### config.mk
export PLATFORM = sky130hd
export DESIGN_NAME = src_reset_ctrl
export DESIGN_NICKNAME = d
export VERILOG_FILES = /design/src/rtl/src_pkg.sv /design/src/rtl/src_reset_ctrl.sv
export VERILOG_INCLUDE_DIRS = /design/src /design/src/rtl
export SDC_FILE = /design/constraint.sdc
export NUM_CORES = 1
export LEC_CHECK = 0
export CORE_ASPECT_RATIO = 1.4
export CORE_UTILIZATION = 55
export CTS_CLUSTER_DIAMETER = 150
export DETAILED_ROUTE_END_ITERATION = 6
export DONT_BUFFER_PORTS = 1
export PLACE_DENSITY = 0.78
export RECOVER_POWER = 100
export SYNTH_ARGS = -nofsm -noshare
export SYNTH_HDL_FRONTEND = slang
export SYNTH_SLANG_ARGS = --single-unit
export TNS_END_PERCENT = 100
### constraint.sdc
create_clock -name clk_sys -period 3.5 [get_ports clk_sys]
set_clock_uncertainty 0.1 [all_clocks]
set_input_delay 0.7 -clock clk_sys [delete_from_list [all_inputs] [get_ports clk_sys]]
set_output_delay 0.7 -clock clk_sys [all_outputs]
set_load 0.02 [all_outputs]
### src/rtl/src_regs.svh
`ifndef SRC_REGS_SVH
`define SRC_REGS_SVH

// register offsets (byte addresses)
`define SRC_ADDR_CAUSE 8'h00
`define SRC_ADDR_SWTRIG 8'h04
`define SRC_ADDR_IRQ_STATUS 8'h08
`define SRC_ADDR_IRQ_MASK 8'h0C

// reset_cause_control field positions
`define SRC_BIT_CMR 9
`define SRC_BIT_VREG 8
`define SRC_BIT_EXT 7
`define SRC_BIT_SWR 6
`define SRC_BIT_GAP 5
`define SRC_BIT_WDT 4
`define SRC_BIT_SLEEP 3
`define SRC_BIT_IDLE 2
`define SRC_BIT_BOR 1
`define SRC_BIT_POR 0
`define SRC_BIT_TRIG 0

// reset values and write masks
`define SRC_CAUSE_RESET 10'h003
`define SRC_CAUSE_WMASK 10'h3DF
`define SRC_IRQ_WMASK 10'h2DF
`define SRC_IRQ_RESET 10'h000
`define SRC_ZERO_WORD 32'h0000_0000

// master reset stretch after the last cause goes away
`define SRC_HOLD_CYCLES 5'h10
`define SRC_CNT_ONE 5'h01
`define SRC_CNT_ZERO 5'h00

`endif

### src/rtl/src_pkg.sv
package src_pkg;

	typedef enum logic [2:0] {
		SRC_ST_RUN = 3'b001,
		SRC_ST_CAUSE = 3'b010,
		SRC_ST_HOLD = 3'b100
	} src_state_t;

	typedef struct packed {
		logic [7:0] addr;
		logic [31:0] wdata;
		logic write;
		logic read;
	} src_bus_req_t;

	// level causes stay asserted (the pin low) while the detector holds reset; wake flags are pulses
	typedef struct packed {
		logic external_clear_pin_n;
		logic watchdog_timeout;
		logic brownout;
		logic config_mismatch;
		logic sleep_wake;
		logic idle_wake;
	} src_causes_t;

	typedef struct packed {
		src_state_t state;
		logic [4:0] hold_cnt;
		logic [9:0] cause;
		logic [9:0] irq_status;
		logic [9:0] irq_mask;
		logic [3:0] prev_level;
		logic sw_pending;
		logic master_system_reset;
		logic regulator_sleep_keep_on;
		logic irq;
		logic [31:0] rdata;
	} src_state_s_t;

endpackage

### src/rtl/src_reset_ctrl.sv
// Added by the designer: the placing of the registers and strobed register access.
`include "src_regs.svh"

// Overview of operation
// merge five causes into one master reset
// hardware sets mismatch flag, bit 9
// bit 8 keeps regulator on in sleep
// hardware sets external pin flag, bit 7
// hardware sets software reset flag, bit 6
// hardware sets watchdog timeout flag, bit 4
// hardware sets wake from sleep flag
// hardware sets wake from idle flag
// brownout flag set by hardware, one at power-on
// power-on flag set, one at power-on
// software clears brownout and power-on flags
// cause register upper bits and bit 5 read zero
// trigger one starts reset, hardware clears
// trigger ignored unless system unlocked
// trigger register reads all zero
// cause flags survive non power-on resets
// software writes flags, hardware set wins
module src_reset_ctrl (
	input wire logic clk_sys,
	input wire logic reset_n,
	input src_pkg::src_causes_t causes,
	input wire logic system_unlocked,
	input src_pkg::src_bus_req_t bus,
	output logic [31:0] reg_rdata,
	output logic master_system_reset,
	output logic regulator_sleep_keep_on,
	output logic irq
);
	import src_pkg::*;

	////////////////////////////////////////////////////////////////////////////////
	// decoding

	function automatic logic reg_hit(
		input logic [7:0] addr,
		input logic [7:0] offset
	);
		reg_hit = (addr == offset);
	endfunction

	// rising edge of a level against its value on the last edge
	function automatic logic level_rose(
		input logic now_level,
		input logic last_level
	);
		level_rose = now_level & ~last_level;
	endfunction

	// one sticky bit: a set in the same cycle beats a clear
	function automatic logic sticky_bit(
		input logic held,
		input logic clear_now,
		input logic set_now
	);
		sticky_bit = set_now | (held & ~clear_now);
	endfunction

	// read mux; only bits 9:0 exist, everything above reads as zero
	function automatic logic [31:0] read_word(
		input logic [7:0] addr,
		input logic [9:0] cause,
		input logic [9:0] irq_status,
		input logic [9:0] irq_mask
	);
		read_word = `SRC_ZERO_WORD;
		if (reg_hit(addr, `SRC_ADDR_CAUSE)) begin
			read_word[9:0] = cause;
		end else if (reg_hit(addr, `SRC_ADDR_IRQ_STATUS)) begin
			read_word[9:0] = irq_status;
		end else if (reg_hit(addr, `SRC_ADDR_IRQ_MASK)) begin
			read_word[9:0] = irq_mask;
		end
		// the trigger register is write-only and holes in the map read zero
	endfunction

	localparam src_state_s_t SRC_POR_STATE = '{
		state: SRC_ST_CAUSE,
		hold_cnt: `SRC_HOLD_CYCLES,
		cause: `SRC_CAUSE_RESET,
		irq_status: `SRC_IRQ_RESET,
		irq_mask: `SRC_IRQ_RESET,
		prev_level: 4'h0,
		sw_pending: 1'b0,
		master_system_reset: 1'b1,
		regulator_sleep_keep_on: 1'b0,
		irq: 1'b0,
		rdata: `SRC_ZERO_WORD
	};

	src_state_s_t st;
	src_state_s_t next_st;

	logic [3:0] level_now;
	logic any_level;
	logic [9:0] hw_set;
	logic [9:0] irq_event;
	logic wr_cause;
	logic wr_trig;
	logic wr_ist;
	logic wr_imk;
	logic [9:0] wdata10;
	logic [3:0] level_rise;
	logic [9:0] next_cause_bits;
	logic [9:0] irq_set;
	logic [9:0] next_irq_bits;
	logic trig_accept;

	// write masks as vectors so the bit loops can index them
	localparam logic [9:0] CAUSE_WMASK = `SRC_CAUSE_WMASK;
	localparam logic [9:0] IRQ_WMASK = `SRC_IRQ_WMASK;

	////////////////////////////////////////////////////////////////////////////////
	// cause detection

	// level causes in one vector, the pin on top
	assign level_now = {~causes.external_clear_pin_n, causes.watchdog_timeout,
		causes.brownout, causes.config_mismatch};

	// edges against the last level, so a held cause interrupts only once
	for (genvar g = 0; g < 4; g++) begin : g_rise
		assign level_rise[g] = level_rose(level_now[g], st.prev_level[g]);
	end

	always_comb begin
		any_level = |level_now;
		hw_set = 10'h000;
		hw_set[`SRC_BIT_CMR] = causes.config_mismatch;
		hw_set[`SRC_BIT_EXT] = ~causes.external_clear_pin_n;
		hw_set[`SRC_BIT_SWR] = st.sw_pending;
		hw_set[`SRC_BIT_WDT] = causes.watchdog_timeout;
		hw_set[`SRC_BIT_SLEEP] = causes.sleep_wake;
		hw_set[`SRC_BIT_IDLE] = causes.idle_wake;
		hw_set[`SRC_BIT_BOR] = causes.brownout;
		// interrupt events: rising edges of level causes plus the pulse causes
		irq_event = 10'h000;
		irq_event[`SRC_BIT_EXT] = level_rise[3];
		irq_event[`SRC_BIT_WDT] = level_rise[2];
		irq_event[`SRC_BIT_BOR] = level_rise[1];
		irq_event[`SRC_BIT_CMR] = level_rise[0];
		irq_event[`SRC_BIT_SWR] = st.sw_pending;
		irq_event[`SRC_BIT_SLEEP] = causes.sleep_wake;
		irq_event[`SRC_BIT_IDLE] = causes.idle_wake;
	end

	////////////////////////////////////////////////////////////////////////////////
	// register writes

	always_comb begin
		wdata10 = bus.wdata[9:0];
		wr_cause = bus.write & reg_hit(bus.addr, `SRC_ADDR_CAUSE);
		wr_trig = bus.write & reg_hit(bus.addr, `SRC_ADDR_SWTRIG);
		wr_ist = bus.write & reg_hit(bus.addr, `SRC_ADDR_IRQ_STATUS);
		wr_imk = bus.write & reg_hit(bus.addr, `SRC_ADDR_IRQ_MASK);
		trig_accept = wr_trig & wdata10[`SRC_BIT_TRIG] & system_unlocked;
	end

	////////////////////////////////////////////////////////////////////////////////
	// per-bit flag update

	// cause flags are plain read/write; a hardware set beats a software clear
	for (genvar g = 0; g < 10; g++) begin : g_cause
		assign next_cause_bits[g] = CAUSE_WMASK[g] & ((wr_cause ? wdata10[g] : st.cause[g]) | hw_set[g]);
	end

	// sticky status, write one to clear; only event positions can ever set
	for (genvar g = 0; g < 10; g++) begin : g_irq
		assign irq_set[g] = irq_event[g] & IRQ_WMASK[g];
		assign next_irq_bits[g] = sticky_bit(st.irq_status[g], wr_ist & wdata10[g], irq_set[g]);
	end

	////////////////////////////////////////////////////////////////////////////////
	// next state

	always_comb begin
		next_st = st;
		next_st.prev_level = level_now;

		next_st.cause = next_cause_bits;
		next_st.cause[`SRC_BIT_GAP] = 1'b0;
		next_st.irq_status = next_irq_bits;
		if (wr_imk) begin
			next_st.irq_mask = wdata10 & `SRC_IRQ_WMASK;
		end
		next_st.irq = |(next_st.irq_status & next_st.irq_mask);

		// trigger is self-clearing: it lives one cycle as sw_pending
		next_st.sw_pending = trig_accept;

		// master reset sequencer
		case (st.state)
			SRC_ST_RUN: begin
				if (any_level) begin
					next_st.state = SRC_ST_CAUSE;
				end else if (st.sw_pending) begin
					next_st.state = SRC_ST_HOLD;
					next_st.hold_cnt = `SRC_HOLD_CYCLES;
				end
			end
			SRC_ST_CAUSE: begin
				if (!any_level) begin
					next_st.state = SRC_ST_HOLD;
					next_st.hold_cnt = `SRC_HOLD_CYCLES;
				end
			end
			SRC_ST_HOLD: begin
				if (any_level) begin
					next_st.state = SRC_ST_CAUSE;
				end else if (st.sw_pending) begin
					// a new trigger during the stretch gets a full stretch of its own
					next_st.hold_cnt = `SRC_HOLD_CYCLES;
				end else if (st.hold_cnt == `SRC_CNT_ONE) begin
					next_st.state = SRC_ST_RUN;
					next_st.hold_cnt = `SRC_CNT_ZERO;
				end else begin
					next_st.hold_cnt = st.hold_cnt - `SRC_CNT_ONE;
				end
			end
			default: begin
				next_st.state = SRC_ST_CAUSE;
			end
		endcase
		next_st.master_system_reset = (next_st.state != SRC_ST_RUN);

		// regulator standby control follows bit 8
		next_st.regulator_sleep_keep_on = next_st.cause[`SRC_BIT_VREG];

		// read data one cycle after the strobe, zero otherwise
		next_st.rdata = `SRC_ZERO_WORD;
		if (bus.read) begin
			next_st.rdata = read_word(bus.addr, st.cause, st.irq_status, st.irq_mask);
		end
	end

	////////////////////////////////////////////////////////////////////////////////
	// state register; reset_n is power-on, the master reset does not clear us

	always_ff @(posedge clk_sys) begin
		if (!reset_n) begin
			st <= SRC_POR_STATE;
		end else begin
			st <= next_st;
		end
	end

	always_comb begin
		reg_rdata = st.rdata;
		master_system_reset = st.master_system_reset;
		regulator_sleep_keep_on = st.regulator_sleep_keep_on;
		irq = st.irq;
	end

endmodule // src_reset_ctrl

== After elaboration in Yosys (flattened, before gate mapping) ==
Cells that the tools add are included.

* Reductions and logical operators: 6
* Add/sub/neg operators: 1
* Equal/unequal tests: 12
* Mux-type cells: 24
* Bitwise gates (word level): 60

{| class="wikitable"
|+ Operators by type and width
! kind !! count
|-
| 2-to-1 mux 10 bit || 4
|-
| bitwise AND 1 bit || 30
|-
| 2-to-1 mux 5 bit || 4
|-
| == test 8 x 4 -> 1 bit, second input constant || 2
|-
| 2-to-1 mux 8 bit || 2
|-
| NOT 1 bit || 15
|-
| case mux 5 bit (3 select lines) || 1
|-
| OR 1 bit || 14
|-
| 2-to-1 mux 3 bit || 4
|-
| bitwise AND 10 bit || 1
|-
| OR reduction 10 bit || 1
|-
| case mux 3 bit (3 select lines) || 1
|-
| == test 8 x 3 -> 1 bit, second input constant || 1
|-
| zero test 8 bit || 1
|-
| 2-to-1 mux 1 bit || 8
|-
| inequality test 2 bit, second input constant || 4
|-
| == test 5 x 1 -> 1 bit, second input constant || 1
|-
| AND reduction 5 bit || 1
|-
| subtractor 5 x 1 -> 5 bit, second input constant || 1
|-
| OR reduction 4 bit || 1
|-
| == test 3 x 1 -> 1 bit, second input constant || 1
|-
| == test 3 x 2 -> 1 bit, second input constant || 1
|-
| == test 3 bit, second input constant || 1
|-
| inequality test 3 x 1 -> 1 bit, second input constant || 1
|-
| other kinds (2) || 2
|}

* Register bits after elaboration: 78
* Logic and storage cells: 117
* Input bits: 51
* Output and inout port bits: 35

== Logic depth before layout (Yosys ltp) ==
* Depth in word-level cells: 8
* Gate-level depth with buffers: 7
* Mapped depth without buffers: 7

== Worst setup path after synthesis ==
Ideal clock, no wire load.

* Path type: input to register
* Start: input bus[41] (netlist name)
* End: register st, in the netlist irq
* Arrival: 2465 ps
* Path slack: 807 ps
* Path buffers: 1
* Data required time: 3272 ps
* Library setup time: 128 ps
* Cell stages on the path: 6
* Cell sequence: or4_1 -> buf_2 -> or3_4 -> a221o_1 -> a2111oi_2 -> a31oi_1

* Cells in the longest elaborated chain, start to end: 8
* Elaborated cells between the ends (all ways): 44
* Those cells by class: eq/ne (2); mux (1); bitwise (40); reduce/logical (1)

{| class="wikitable"
|+ Ends and longest elaborated chain
! item !! line !! text
|-
| from (decl) || src_reset_ctrl.sv:27 || <nowiki>input src_pkg::src_bus_req_t bus,</nowiki>
|-
| == test 8 x 4 -> 1 bit || src_reset_ctrl.sv:42 || <nowiki>reg_hit = (addr == offset);</nowiki>
|-
| bitwise AND 1 bit || src_reset_ctrl.sv:156 || <nowiki>wr_ist = bus.write & reg_hit(bus.addr, `SRC_ADDR_IRQ_STATUS);</nowiki>
|-
| bitwise AND 1 bit || src_reset_ctrl.sv:172 || <nowiki>assign next_irq_bits[g] = sticky_bit(st.irq_status[g], wr_ist & wdata10[g], irq_set[g]);</nowiki>
|-
| NOT 1 bit || src_reset_ctrl.sv:59 || <nowiki>sticky_bit = set_now | (held & ~clear_now);</nowiki>
|-
| bitwise AND 1 bit || src_reset_ctrl.sv:59 ||
|-
| OR 1 bit || src_reset_ctrl.sv:59 ||
|-
| bitwise AND 10 bit (*) || src_reset_ctrl.sv:188 || <nowiki>next_st.irq = |(next_st.irq_status & next_st.irq_mask);</nowiki>
|-
| OR reduction 10 bit (*) || src_reset_ctrl.sv:188 ||
|-
| to (signal assigned) || src_reset_ctrl.sv:245 || <nowiki>st <= next_st;</nowiki>
|-
| to (decl) || src_reset_ctrl.sv:94 || <nowiki>src_state_s_t st;</nowiki>
|}

Every way passes the cells marked *; elsewhere a longest branch is shown, timed or not.
A chain may end at the register's enable or synchronous reset.

== Worst setup path in the final report ==
Same ends and word-level chain as after synthesis.

==> impl_metrics.csv <==
group,metric,value,unit
sta,slew_violations,0,
global_route,antenna_found_initial,0,
route,drc,0,
critical_path,slowest_stage,"or4_1",
global_route,grt_pass1_vias,1863,
critical_path,setup.worst_path.start_class,"input pin",
floorplanning,core_area,4610,sq um
cells_and_area,antenna_cells,0,
clock_network,cts.sinks,54,
route,vias,2069,
cells_and_area,drive_above_1_share,6.40,%
clock_network,htree_levels,2,
sta,tightest_slew,0.755,ns
critical_path,end_kind,"flop",
critical_path,slowest_delay,0.67,ns
pwr,power_leakage,0.00106,uW
sta,setup_tns,0,ns
route,wl_per_cell,15.5,um
floorplanning,start_util,57.8,%
synthesis,synth_cells,308,
synthesis,synth_area_leaders,"dfxtp_1, buf_4, nor2_1",
floorplanning,fp.dieH,84.4,um
status,status,"completed",
pwr,total_power,1110,uW
placed_design,hpwlAfterDp,3960,um
synthesis,synth.top_cell.area_share,40.6,%
synthesis,yosys.area.top_type,"dfxtp_1",
critical_path,critPathBufInv,0,
critical_path,cp.required,3.57,ns
synthesis,synth_seq_cells,54,
clock_network,cts_tree,"done",
route,drt-initial-drc-count,159,
sta,finalSetupViolCount,0,
route,firstDrtPassIters,5,
sta,rsz0062_at_grt,"no",
flow_run,maxCapViolations,0,
route,drt-vias-per-instance,5.76,
synthesis,yosys_warnings,0,
synthesis,syn_avg_cell_area,8.65,sq um
pwr,ir_worst_vdd,0.284,mV
cells_and_area,nets,349,
synthesis,synth-main-ff-cell,"dfxtp_1",
global_route,grt_overflow_total,0,
global_route,grt_use_total,23.4,%
critical_path,crit_fanout,7,
critical_path,cp_top_family,"simple AND/OR/NAND/NOR gates",
pwr,power.density,420,nW/um^2
critical_path,crit_chain,"or4_1 > or3_1 > a221o_1 > a2111oi_0 > a31oi_1",
sta,setup_ws,0.633,ns
placed_design,place_congestion,0.780,
clock_network,clk_root_buffer_cell,"clkbuf_8",
global_route,grt_max_degree,23,
global_route,grt_pass1_wl,8870,um
synthesis,synthArstFlopShare,0,%
clock_network,cts.clk_slew.worst_paths,0.10,ns
synthesis,synth_most_common_cell,"dfxtp_1",
clock_network,cts_made_buffers,5,
clock_network,cts_buffer_depth,2,
floorplanning,die_area,5130,sq um
floorplanning,io_pins,86,
hold_path,hp-class,"input pin to flop",
sta,max-slew-margin-rel,49.6,%
sta,finalCriticalPeriod,2.87,ns
synthesis,yosys.cell_types.count,55,
synthesis,ys_seq_area_share,40.6,%
clock_network,postCtsSetupBuffers,0,
floorplanning,rows,29,
sta,max_freq,0.349,GHz
clock_network,post_cts_resized,0,
synthesis,synth_area,2670,sq um
placed_design,pre_cts_ws,0.530,ns
clock_network,clock_latency,0.32,ns
floorplanning,die_x,60.8,um
critical_path,crit_arrival,2.94,ns
placed_design,port_buffers,0,
cells_and_area,area_growth,-1.36,%
sta,timing_hold_violations_final,0,
route,ant_nets,0,
critical_path,crit_type,"input pin to flop",
sta,layout_worst_path_cycle_share,81.9,%
synthesis,synth_edf_count,0,
clock_network,ctsHoldBuffers,0,
synthesis,netlist_top_cells_count,"dfxtp_1, nor2_1, buf_4, a21oi_1, nand2_1",
route,drt_wl_total,5550,um
sta,hold_slack,0.344,ns
## cell families (layout without fill, tap and decap cells)
| family | after synthesis | in the layout | synth area share [%] |
|---|---|---|---|
| other | 1 | 22 | 0.141 |
| DFF | 54 | 54 | 40.6 |
| buffers and inverters | 61 | 29 | 13.9 |
| muxes | 15 | 15 | 5.92 |
| AOI/OAI and AO/OA | 61 | 61 | 15.3 |
| adders and majority gates | 2 | 2 | 0.939 |
| and+or+nand+nor | 112 | 112 | 22.6 |
| xor gates and xnor gates | 2 | 2 | 0.657 |
## registers in the layout (all words and copies together) (netlist names)
register             flops
st                      41
reg_rdata               10
hw_set                   1
irq                      1
master_system_reset      1
## cell usage in the layout (no fill, tap or decap), drive strengths merged, types with 3 or more instances in the layout
| cell type | netlist | final |
|---|---|---|
| dfxtp | 54 | 54 |
| nor2 | 36 | 36 |
| a21oi | 24 | 24 |
| nand2 | 22 | 22 |
| conb | 1 | 22 |
| inv | 15 | 15 |
| and2 | 13 | 13 |
| clkbuf | 11 | 12 |
| a2111oi | 10 | 10 |
| mux2i | 9 | 9 |
| o21ai | 7 | 7 |
| mux2 | 6 | 6 |
| nand2b | 4 | 4 |
| or3 | 4 | 4 |
| nand4 | 4 | 4 |
| a31oi | 4 | 4 |
| nand3 | 4 | 4 |
| nor3b | 3 | 3 |
| nor3 | 3 | 3 |
| nand4b | 3 | 3 |
| a22oi | 3 | 3 |
## worst paths after layout
kind | startpoint | to | slack (ns) | cells after the start
worst max-delay path | bus[41] | irq$_SDFF_PN0_ | 0.63 | 5
worst max register to register | st[58]$_SDFF_PN0_ | irq$_SDFF_PN0_ | 1.24 | 5
worst min register to register | st[55]$_SDFF_PN0_ | st[55]$_SDFF_PN0_ | 0.38 | 2
worst min-delay path | reset_n | st[60]$_SDFFE_PN1P_ | 0.34 | 1
## routing by layer
| metal | up-vias | GRT usage [%] | part of all wire (%) |
|---|---|---|---|
| li1 | 1001 | - | - |
| met1 | 979 | 28.0 | 39 |
| met2 | 80 | 39.6 | 52 |
| met3 | 9 | 5.39 | 7.1 |
| met4 | 0 | 8.68 | 1.6 |
| met5 | - | 0 | 0 |
## per-stage QoR
step,instance area (sq um),utilization [%],std cells
after floorplan,2740,-,329
after global placement,2550,55.4,351
after detailed placement,2550,55.4,351
after CTS,2660,57.8,359
after global routing,2630,57.0,359
final,2630,57.0,359
## cell type report
cell class,instances,area (sq um)
fill,445,1980
sequential,54,1080
tap,62,77.6
inverter,15,56.3
multi-input combinational,214,1270
timing repair buffer,6,30.0
clock buffer,8,110
## power by group
group	total, uW	internal [uW]	switching, uW	leakage (uW)
clock	400	200	200	0.0000575
combinational	70.2	22.0	48.2	0.000559
sequential	635	627	7.49	0.000440
Note: power is estimated with default switching activity, not from simulation.
